File: src/include/bcsu_pkg.sv
package bcsu_pkg;
	// ==========================================================
	// Scan kinds
	typedef enum logic [2:0] {
		BCSU_FIXED_MATCH = 3'h0,
		BCSU_BLOCK_MATCH = 3'h1,
		BCSU_FIXED_MISMATCH = 3'h2,
		BCSU_BLOCK_MISMATCH = 3'h3,
		BCSU_FIXED_MAGNITUDE = 3'h4
	} bcsu_kind_t;
	// ==========================================================
	// Register offsets (word index x4)
	localparam logic [3:0] BCSU_ADDR_CTRL = 4'h0;
	localparam logic [3:0] BCSU_ADDR_PTR1 = 4'h1;
	localparam logic [3:0] BCSU_ADDR_PTR2 = 4'h2;
	localparam logic [3:0] BCSU_ADDR_COUNT = 4'h3;
	localparam logic [3:0] BCSU_ADDR_ACC = 4'h4;
	localparam logic [3:0] BCSU_ADDR_STATUS = 4'h5;
	localparam logic [3:0] BCSU_ADDR_FLAGS = 4'h6;
	// ==========================================================
	// Control fields
	localparam int BCSU_CTRL_START = 0;
	localparam int BCSU_CTRL_DOWN = 1;
	localparam int BCSU_CTRL_KIND_LO = 4;
	// ==========================================================
	// Flag positions
	localparam int BCSU_FLAG_BORROW = 0;
	localparam int BCSU_FLAG_OVERFLOW = 1;
	localparam int BCSU_FLAG_HALF = 2;
	localparam int BCSU_FLAG_ZERO = 3;
	localparam int BCSU_FLAG_SIGN = 4;
	// ==========================================================
	// Reset values
	localparam logic [15:0] BCSU_PTR_RESET = 16'h0000;
	localparam logic [7:0] BCSU_BYTE_RESET = 8'h00;
	localparam logic [4:0] BCSU_FLAGS_RESET = 5'h00;
endpackage

File: src/logic/bcsu_subtract.sv
`timescale 1ns/1ps
module bcsu_subtract (
	input wire logic [7:0] minuend,
	input wire logic [7:0] subtrahend,
	output logic [7:0] difference,
	output logic [4:0] flags
);
	// ==========================================================
	// Bitwise borrow chain
	logic [8:0] borrow;
	assign borrow[0] = 1'b0;
	genvar i;
	generate
		for (i = 0; i < 8; i++) begin : g_bit
			assign difference[i] = minuend[i] ^ subtrahend[i] ^ borrow[i];
			assign borrow[i+1] = (~minuend[i] & subtrahend[i]) |
				(~(minuend[i] ^ subtrahend[i]) & borrow[i]);
		end
	endgenerate
	assign flags[bcsu_pkg::BCSU_FLAG_SIGN] = difference[7];
	assign flags[bcsu_pkg::BCSU_FLAG_ZERO] = difference == 8'h00;
	assign flags[bcsu_pkg::BCSU_FLAG_HALF] = borrow[4];
	assign flags[bcsu_pkg::BCSU_FLAG_OVERFLOW] = borrow[7] ^ borrow[8];
	assign flags[bcsu_pkg::BCSU_FLAG_BORROW] = borrow[8];
endmodule // bcsu_subtract

File: src/logic/bcsu_unit.sv
`timescale 1ns/1ps
module bcsu_unit (
	input wire logic clk,
	input wire logic srst,
	input wire logic [5:0] avs_address,
	input wire logic avs_read,
	input wire logic avs_write,
	input wire logic [31:0] avs_writedata,
	input wire logic [3:0] avs_byteenable,
	output logic [31:0] avs_readdata,
	output logic avs_waitrequest,
	output logic [15:0] mem_address,
	output logic mem_read,
	input wire logic [7:0] mem_readdata,
	input wire logic mem_waitrequest,
	input wire logic service_request,
	input wire logic macro_service,
	output logic service_ack,
	input wire logic service_done,
	output logic busy,
	output logic suspended
);
	// ==========================================================
	// Sequencer states
	typedef enum logic [2:0] {
		S_IDLE, S_FETCH1, S_FETCH2, S_STEP, S_HELD
	} bcsu_state_t;
	bcsu_state_t state, next_state;
	// ==========================================================
	// Registers
	logic [15:0] first_block_pointer;
	logic [15:0] second_block_pointer;
	logic [7:0] count;
	logic [7:0] accumulator;
	logic [7:0] byte1;
	logic [7:0] byte2;
	logic [4:0] flags;
	logic [2:0] kind_reg;
	logic down;
	logic macro_held;
	logic rd_hold;
	// ==========================================================
	// Bus decode
	logic [3:0] word;
	logic hit_ctrl, hit_ptr1, hit_ptr2, hit_count, hit_acc;
	logic wr_ok, start_req;
	logic rd_wait, wr_wait;
	logic wr_ptr1, wr_ptr2, wr_count, wr_acc;
	assign word = avs_address[5:2];
	assign hit_ctrl = word == bcsu_pkg::BCSU_ADDR_CTRL;
	assign hit_ptr1 = word == bcsu_pkg::BCSU_ADDR_PTR1;
	assign hit_ptr2 = word == bcsu_pkg::BCSU_ADDR_PTR2;
	assign hit_count = word == bcsu_pkg::BCSU_ADDR_COUNT;
	assign hit_acc = word == bcsu_pkg::BCSU_ADDR_ACC;
	// Writes wait while a scan runs so software never corrupts a step
	assign wr_wait = avs_write & (state != S_IDLE) & (state != S_HELD);
	// Reads wait one cycle: registered data then stands at the taking edge
	assign rd_wait = avs_read & ~rd_hold;
	assign avs_waitrequest = rd_wait | wr_wait;
	assign wr_ok = avs_write & ~wr_wait;
	assign start_req = wr_ok & hit_ctrl & avs_byteenable[0] &
		avs_writedata[bcsu_pkg::BCSU_CTRL_START];
	assign wr_ptr1 = wr_ok & hit_ptr1;
	assign wr_ptr2 = wr_ok & hit_ptr2;
	assign wr_count = wr_ok & hit_count;
	assign wr_acc = wr_ok & hit_acc;
	// ==========================================================
	// Step datapath
	logic [7:0] diff;
	logic [4:0] step_flags;
	logic [7:0] rhs;
	logic block_kind, stop_hit, last_step;
	logic [7:0] next_count;
	logic [15:0] delta;
	assign block_kind = (kind_reg == bcsu_pkg::BCSU_BLOCK_MATCH) |
		(kind_reg == bcsu_pkg::BCSU_BLOCK_MISMATCH);
	assign rhs = block_kind ? byte2 : accumulator;
	bcsu_subtract u_sub (
		.minuend(byte1),
		.subtrahend(rhs),
		.difference(diff),
		.flags(step_flags)
	);
	always_comb begin
		unique case (kind_reg)
			bcsu_pkg::BCSU_FIXED_MATCH,
			bcsu_pkg::BCSU_BLOCK_MATCH:
				stop_hit = ~step_flags[bcsu_pkg::BCSU_FLAG_ZERO];
			bcsu_pkg::BCSU_FIXED_MISMATCH,
			bcsu_pkg::BCSU_BLOCK_MISMATCH:
				stop_hit = step_flags[bcsu_pkg::BCSU_FLAG_ZERO];
			bcsu_pkg::BCSU_FIXED_MAGNITUDE:
				stop_hit = ~step_flags[bcsu_pkg::BCSU_FLAG_BORROW];
			default:
				stop_hit = 1'b1;
		endcase
	end
	// Count drops before the test, so zero wraps to 255: 256 steps
	assign next_count = count - 8'h01;
	assign last_step = (next_count == 8'h00) | stop_hit;
	assign delta = down ? 16'hFFFF : 16'h0001;
	// ==========================================================
	// Memory port, read only
	assign mem_read = (state == S_FETCH1) | (state == S_FETCH2);
	assign mem_address = (state == S_FETCH2) ? second_block_pointer :
		first_block_pointer;
	assign busy = state != S_IDLE;
	assign suspended = state == S_HELD;
	// Ack only between steps, never mid-fetch
	assign service_ack = (state == S_FETCH1) & service_request &
		~mem_waitrequest;
	// ==========================================================
	// Step events
	logic fetch1_done, fetch2_done, resume_macro;
	assign fetch1_done = (state == S_FETCH1) & ~mem_waitrequest;
	assign fetch2_done = (state == S_FETCH2) & ~mem_waitrequest;
	// Macro service resumes by itself; an interrupt needs a fresh start
	assign resume_macro = macro_held & service_done;
	// ==========================================================
	// Next state
	always_comb begin
		next_state = state;
		unique case (state)
			S_IDLE:
				if (start_req) begin
					next_state = S_FETCH1;
				end
			S_FETCH1:
				// Leave only once mem_waitrequest drops, so a waiting read is never dropped
				if (service_ack) begin
					next_state = S_HELD;
				end else if (fetch1_done) begin
					next_state = block_kind ? S_FETCH2 : S_STEP;
				end
			S_FETCH2:
				if (fetch2_done) begin
					next_state = S_STEP;
				end
			S_STEP:
				next_state = last_step ? S_IDLE : S_FETCH1;
			S_HELD:
				// Return from interrupt restarts via the start bit
				if (resume_macro) begin
					next_state = S_FETCH1;
				end else if (start_req) begin
					next_state = S_FETCH1;
				end
		endcase
	end
	// ==========================================================
	// Sequencer and operand capture
	always_ff @(posedge clk) begin
		if (srst) begin
			state <= S_IDLE;
		end else begin
			state <= next_state;
		end
	end
	// Service kind is latched at the ack; the request may drop after
	always_ff @(posedge clk) begin
		if (srst) begin
			macro_held <= 1'b0;
		end else if (service_ack) begin
			macro_held <= macro_service;
		end
	end
	always_ff @(posedge clk) begin
		if (srst) begin
			byte1 <= bcsu_pkg::BCSU_BYTE_RESET;
		end else if (fetch1_done) begin
			byte1 <= mem_readdata;
		end
	end
	always_ff @(posedge clk) begin
		if (srst) begin
			byte2 <= bcsu_pkg::BCSU_BYTE_RESET;
		end else if (fetch2_done) begin
			byte2 <= mem_readdata;
		end
	end
	always_ff @(posedge clk) begin
		if (srst) begin
			rd_hold <= 1'b0;
		end else begin
			rd_hold <= rd_wait;
		end
	end
	// ==========================================================
	// Architectural registers
	logic stepping;
	assign stepping = state == S_STEP;
	// Writes stall during a step, so a step never meets a bus write
	always_ff @(posedge clk) begin
		if (srst) begin
			first_block_pointer <= bcsu_pkg::BCSU_PTR_RESET;
		end else if (stepping) begin
			first_block_pointer <= first_block_pointer + delta;
		end else if (wr_ptr1) begin
			first_block_pointer <= avs_writedata[15:0];
		end
	end
	always_ff @(posedge clk) begin
		if (srst) begin
			second_block_pointer <= bcsu_pkg::BCSU_PTR_RESET;
		end else if (stepping & block_kind) begin
			second_block_pointer <= second_block_pointer + delta;
		end else if (wr_ptr2) begin
			second_block_pointer <= avs_writedata[15:0];
		end
	end
	always_ff @(posedge clk) begin
		if (srst) begin
			count <= bcsu_pkg::BCSU_BYTE_RESET;
		end else if (stepping) begin
			count <= next_count;
		end else if (wr_count) begin
			count <= avs_writedata[7:0];
		end
	end
	// No scan path writes the accumulator
	always_ff @(posedge clk) begin
		if (srst) begin
			accumulator <= bcsu_pkg::BCSU_BYTE_RESET;
		end else if (wr_acc) begin
			accumulator <= avs_writedata[7:0];
		end
	end
	always_ff @(posedge clk) begin
		if (srst) begin
			flags <= bcsu_pkg::BCSU_FLAGS_RESET;
		end else if (stepping) begin
			flags <= step_flags;
		end
	end
	always_ff @(posedge clk) begin
		if (srst) begin
			kind_reg <= 3'h0;
			down <= 1'b0;
		end else if (start_req) begin
			down <= avs_writedata[bcsu_pkg::BCSU_CTRL_DOWN];
			kind_reg <= avs_writedata[bcsu_pkg::BCSU_CTRL_KIND_LO +: 3];
		end
	end
	// ==========================================================
	// Read mux
	logic [31:0] rd_mux;
	always_comb begin
		rd_mux = 32'h0000_0000;
		unique case (word)
			bcsu_pkg::BCSU_ADDR_CTRL:
				rd_mux = {25'h0, kind_reg, 2'h0, down, 1'b0};
			bcsu_pkg::BCSU_ADDR_PTR1:
				rd_mux = {16'h0, first_block_pointer};
			bcsu_pkg::BCSU_ADDR_PTR2:
				rd_mux = {16'h0, second_block_pointer};
			bcsu_pkg::BCSU_ADDR_COUNT:
				rd_mux = {24'h0, count};
			bcsu_pkg::BCSU_ADDR_ACC:
				rd_mux = {24'h0, accumulator};
			bcsu_pkg::BCSU_ADDR_STATUS:
				rd_mux = {29'h0, macro_held, suspended, busy};
			bcsu_pkg::BCSU_ADDR_FLAGS:
				rd_mux = {27'h0, flags};
			default:
				rd_mux = 32'h0000_0000;
		endcase
	end
	always_ff @(posedge clk) begin
		if (srst) begin
			avs_readdata <= 32'h0000_0000;
		end else if (rd_wait) begin
			avs_readdata <= rd_mux;
		end
	end
endmodule // bcsu_unit

File: config.mk
export PLATFORM = sky130hd
export DESIGN_NAME = bcsu_unit
export DESIGN_NICKNAME = d
export VERILOG_FILES = /design/src/include/bcsu_pkg.sv /design/src/logic/bcsu_subtract.sv /design/src/logic/bcsu_unit.sv
export SDC_FILE = /design/constraint.sdc
export NUM_CORES = 1
export LEC_CHECK = 0
export BUFFER_PORTS_ARGS = -buffer_cell sky130_fd_sc_hd__buf_2
export CAP_MARGIN = 20
export CORE_UTILIZATION = 52
export DETAILED_ROUTE_END_ITERATION = 6
export PLACE_DENSITY_LB_ADDON = 0.25
export RECOVER_POWER = 25
export SYNTH_ARGS = -nofsm -noshare
export SYNTH_HDL_FRONTEND = slang
export SYNTH_SLANG_ARGS = --single-unit
File: constraint.sdc
create_clock -name clk -period 4.5 [get_ports clk]
set_clock_uncertainty 0.1 [all_clocks]
set_input_delay 0.9 -clock clk [delete_from_list [all_inputs] [get_ports clk]]
set_output_delay 0.9 -clock clk [all_outputs]
set_load 0.02 [all_outputs]
==> impl_metrics.py <==
metrics = {
    "die": {
        "placementRows": 39,
        "initial_utilization": 0.544,
        "io-pin-count": 111,
        "die-width_um": 112,
        "die_y_um": 112,
        "core_area_mm2": 0.0116,
        "dieArea_mm2": 0.0126,
    },
    "power_and_ir_drop": {
        "leakage_nw": 2.86,
        "ir_drop_worst_vdd_mv": 0.295,
        "power_density_mw_per_mm2": 258,
        "totalPowerFinal_mw": 1.81,
    },
    "hold_path": {
        "class_of_the_most_critical_hold_timing_path": "register to register",
        "hold_path_startpoint": "byte2[7]",
    },
    "clock_network": {
        "clock_tree.root_cell": "sky130_fd_sc_hd__clkbuf_16",
        "ctsHtreeMaxLevel": 3,
        "numClockSinks": 94,
        "cts.path.max_buffers": 2,
        "clock_buffers_created_by_tritoncts": 9,
        "clk-insertion-delay-late_ps": 350,
        "clock_tree_from_tritoncts": "done",
        "clk_pin_slew_ps": 70,
    },
    "route": {
        "first_iter_violations": 513,
        "total_vias_in_the_final_route": 6152,
        "drt_pre_antenna_iters": 7,
        "drtAntennaViolNets": 0,
        "drt-vias-per-instance": 6.15,
        "post-route-drc-count": 8,
        "detail_route.wirelength_um": 18600,
        "route.detailed.wl_per_inst_um": 18.6,
    },
    "global_route": {
        "global_route.peak_usage_layer": "met2",
        "vias_in_the_first_global_route": 5723,
        "grt_first_pass_wirelength_um": 30200,
        "globalRouteOverflowTotal": 0,
        "grt_max_degree": 55,
        "met3_usage": 0.0513,
        "grt_use_met1": 0.427,
        "gr-usage-all-layers": 0.307,
        "number_of_antenna_violations_at_the_first_check_in_global_routing": 0,
        "grt_util_met2": 0.485,
    },
    "placed_design": {
        "post-place-cells": 984,
        "port_buffers": 73,
        "gp_routability_congestion": 0.964,
        "place_worst_setup_slack_ps": 12.6,
        "hpwlAfterDp_um": 13800,
    },
    "worst_setup_path": {
        "cp-start-kind": "register",
        "timing.critical_path.to_type": "register",
        "cp.required_ps": 4640,
        "crit_type": "register to register",
        "worst-endpoint-arrival_ps": 4420,
        "worstPathMaxFanout": 2,
        "rr_startpoint": "kind_reg[2]",
        "startpoint": "kind_reg[2]",
    },
    "final_layout": {
        "layout_commonest_cell": "sky130_fd_sc_hd__nand2_1",
        "area_growth_pct": 10.7,
        "nets": 951,
        "final_cells": 1001,
        "share_of_post_route_cells_with_drive_strength_above_1": 0.147,
        "final_cell_mix": "sky130_fd_sc_hd__nand2_1 (115), sky130_fd_sc_hd__dfxtp_1 (94), sky130_fd_sc_hd__nor2_1 (91), sky130_fd_sc_hd__a21oi_1 (68), sky130_fd_sc_hd__buf_2 (56)",
        "top_regs": "avs_readdata (16), first_block_pointer (16), second_block_pointer (16)",
        "antenna_cells": 0,
    },
    "timing": {
        "fmaxAchievable_mhz": 234,
        "finalWorstSetupSlack_ps": 220,
        "worst_slew_pin_slew_ps": 2620,
        "setup_viol": 0,
        "hold-worst-slack_ps": 360,
        "final.min_clock_period_ps": 4280,
        "report.final.hold_viol_count": 0,
        "final.period_utilization": 0.951,
        "final-max-slew-violation-count": 55,
        "slew-limit-headroom": -0.750,
    },
    "logic_synthesis": {
        "async_flop_share": 0,
        "synthCells": 801,
        "cell_area_after_synthesis_mm2": 0.00632,
        "average_cell_area_after_synthesis_um2": 7.89,
        "ys_ff_latch": 94,
        "synth_cell_types": 60,
        "synth.yosys.warnings": 0,
        "synth-edff-count": 0,
        "proportion_of_synthesized_chip_area_in_sequential_cells": 0.298,
        "synth-main-ff-cell": "sky130_fd_sc_hd__dfxtp_1",
    },
    "status": {
        "failed_checks": "DRC, capacitance limit, slew limit",
        "outcome": "finished, violations left",
    },
    "run": {
        "max_cap_violations": 1,
    },
}
worst max-delay path, cell delays in order, from the launching register on:
cell                       delay, ps
sky130_fd_sc_hd__dfxtp_1         320
sky130_fd_sc_hd__nand2b_1        160
sky130_fd_sc_hd__mux2_2          230
sky130_fd_sc_hd__ha_1            130
sky130_fd_sc_hd__inv_1            50
sky130_fd_sc_hd__fa_2            330
sky130_fd_sc_hd__fa_2            340
sky130_fd_sc_hd__fa_2            360
sky130_fd_sc_hd__fa_2            350
sky130_fd_sc_hd__fa_2            350
sky130_fd_sc_hd__fa_2            350
sky130_fd_sc_hd__inv_1            70
sky130_fd_sc_hd__fa_1            440
sky130_fd_sc_hd__nand4_1         160
sky130_fd_sc_hd__xor2_1          160
sky130_fd_sc_hd__nor2_1           50
sky130_fd_sc_hd__o22ai_1         130
sky130_fd_sc_hd__o21ai_0          90
metrics by stage:
stage	TNS (ps)	area, µm²	util
floorplan	0	6380	-
global placement	0	6710	0.578
detailed placement	0	6710	0.578
CTS	0	7000	0.603
global route	-5.42	7000	0.602
finish	0	7000	0.602
final cells by class:
cell class                      instances  area [µm²]
Inverter                               17        63.8
Tap cell                              143         179
Clock inverter                          6        51.3
Fill cell                            1077        4620
Clock buffer                           10         239
Sequential cell                        94        1880
Timing Repair Buffer                   86         438
Multi-Input combinational cell        645        4140
path summary, 6_finish.rpt:
kind	to	slack [ps]	cells after the start
setup / recovery	state[0]	220	17
hold / removal	byte2[7]	360	2
setup reg to reg	state[0]	220	17
hold reg to reg	byte2[7]	360	2
cells by family (layout without fill, tap and decap cells):
logic type / count (synthesis) / after routing / share of synthesized area
AOI/OAI and AO/OA: 219 / 219 / 0.234
xor gates and xnor gates: 32 / 32 / 0.0443
adders and majority gates: 40 / 40 / 0.0899
buffers and inverters: 77 / 119 / 0.0580
DFF: 94 / 94 / 0.298
muxes: 37 / 37 / 0.0624
other: 1 / 16 / 0.000593
and+or+nand+nor: 301 / 301 / 0.213
layer usage:
metal  wire [µm]  vias up
li1            -     2948
met1        8300     2897
met2        8450      273
met3        1460       34
met4         383        0
met5           0        -
cell usage after synthesis (all sizes together) (10+ instances only):
library cell | instances | area [µm²]
nand2 | 115 | 432
dfxtp | 94 | 1880
nor2 | 92 | 353
a21oi | 69 | 349
clkbuf | 32 | 120
ha | 31 | 388
nand3 | 31 | 155
o21ai | 31 | 159
buf | 28 | 183
a22oi | 24 | 180
xnor2 | 23 | 201
mux2 | 19 | 214
mux2i | 18 | 180
inv | 17 | 63.8
nand2b | 16 | 100
a311oi | 13 | 120
nor2b | 11 | 71.3
a31oi | 10 | 62.6
repair_timing:
item	4_1_cts	5_1_grt
endpoints found under the setup margin	0	2
endpoints found under the hold margin	0	0
gates resized for setup	0	5
setup buffers	0	0
hold buffers	0	0
report_power, final:
part / total, mW / switching (mW) / leakage [nW] / internal [mW]
Clock: 0.749 / 0.350 / 0.146 / 0.400
Sequential: 0.856 / 0.0141 / 0.758 / 0.842
Combinational: 0.201 / 0.136 / 1.95 / 0.0648
Total: 1.81 / 0.500 / 2.86 / 1.31
Power figures use the tool's default switching activity.
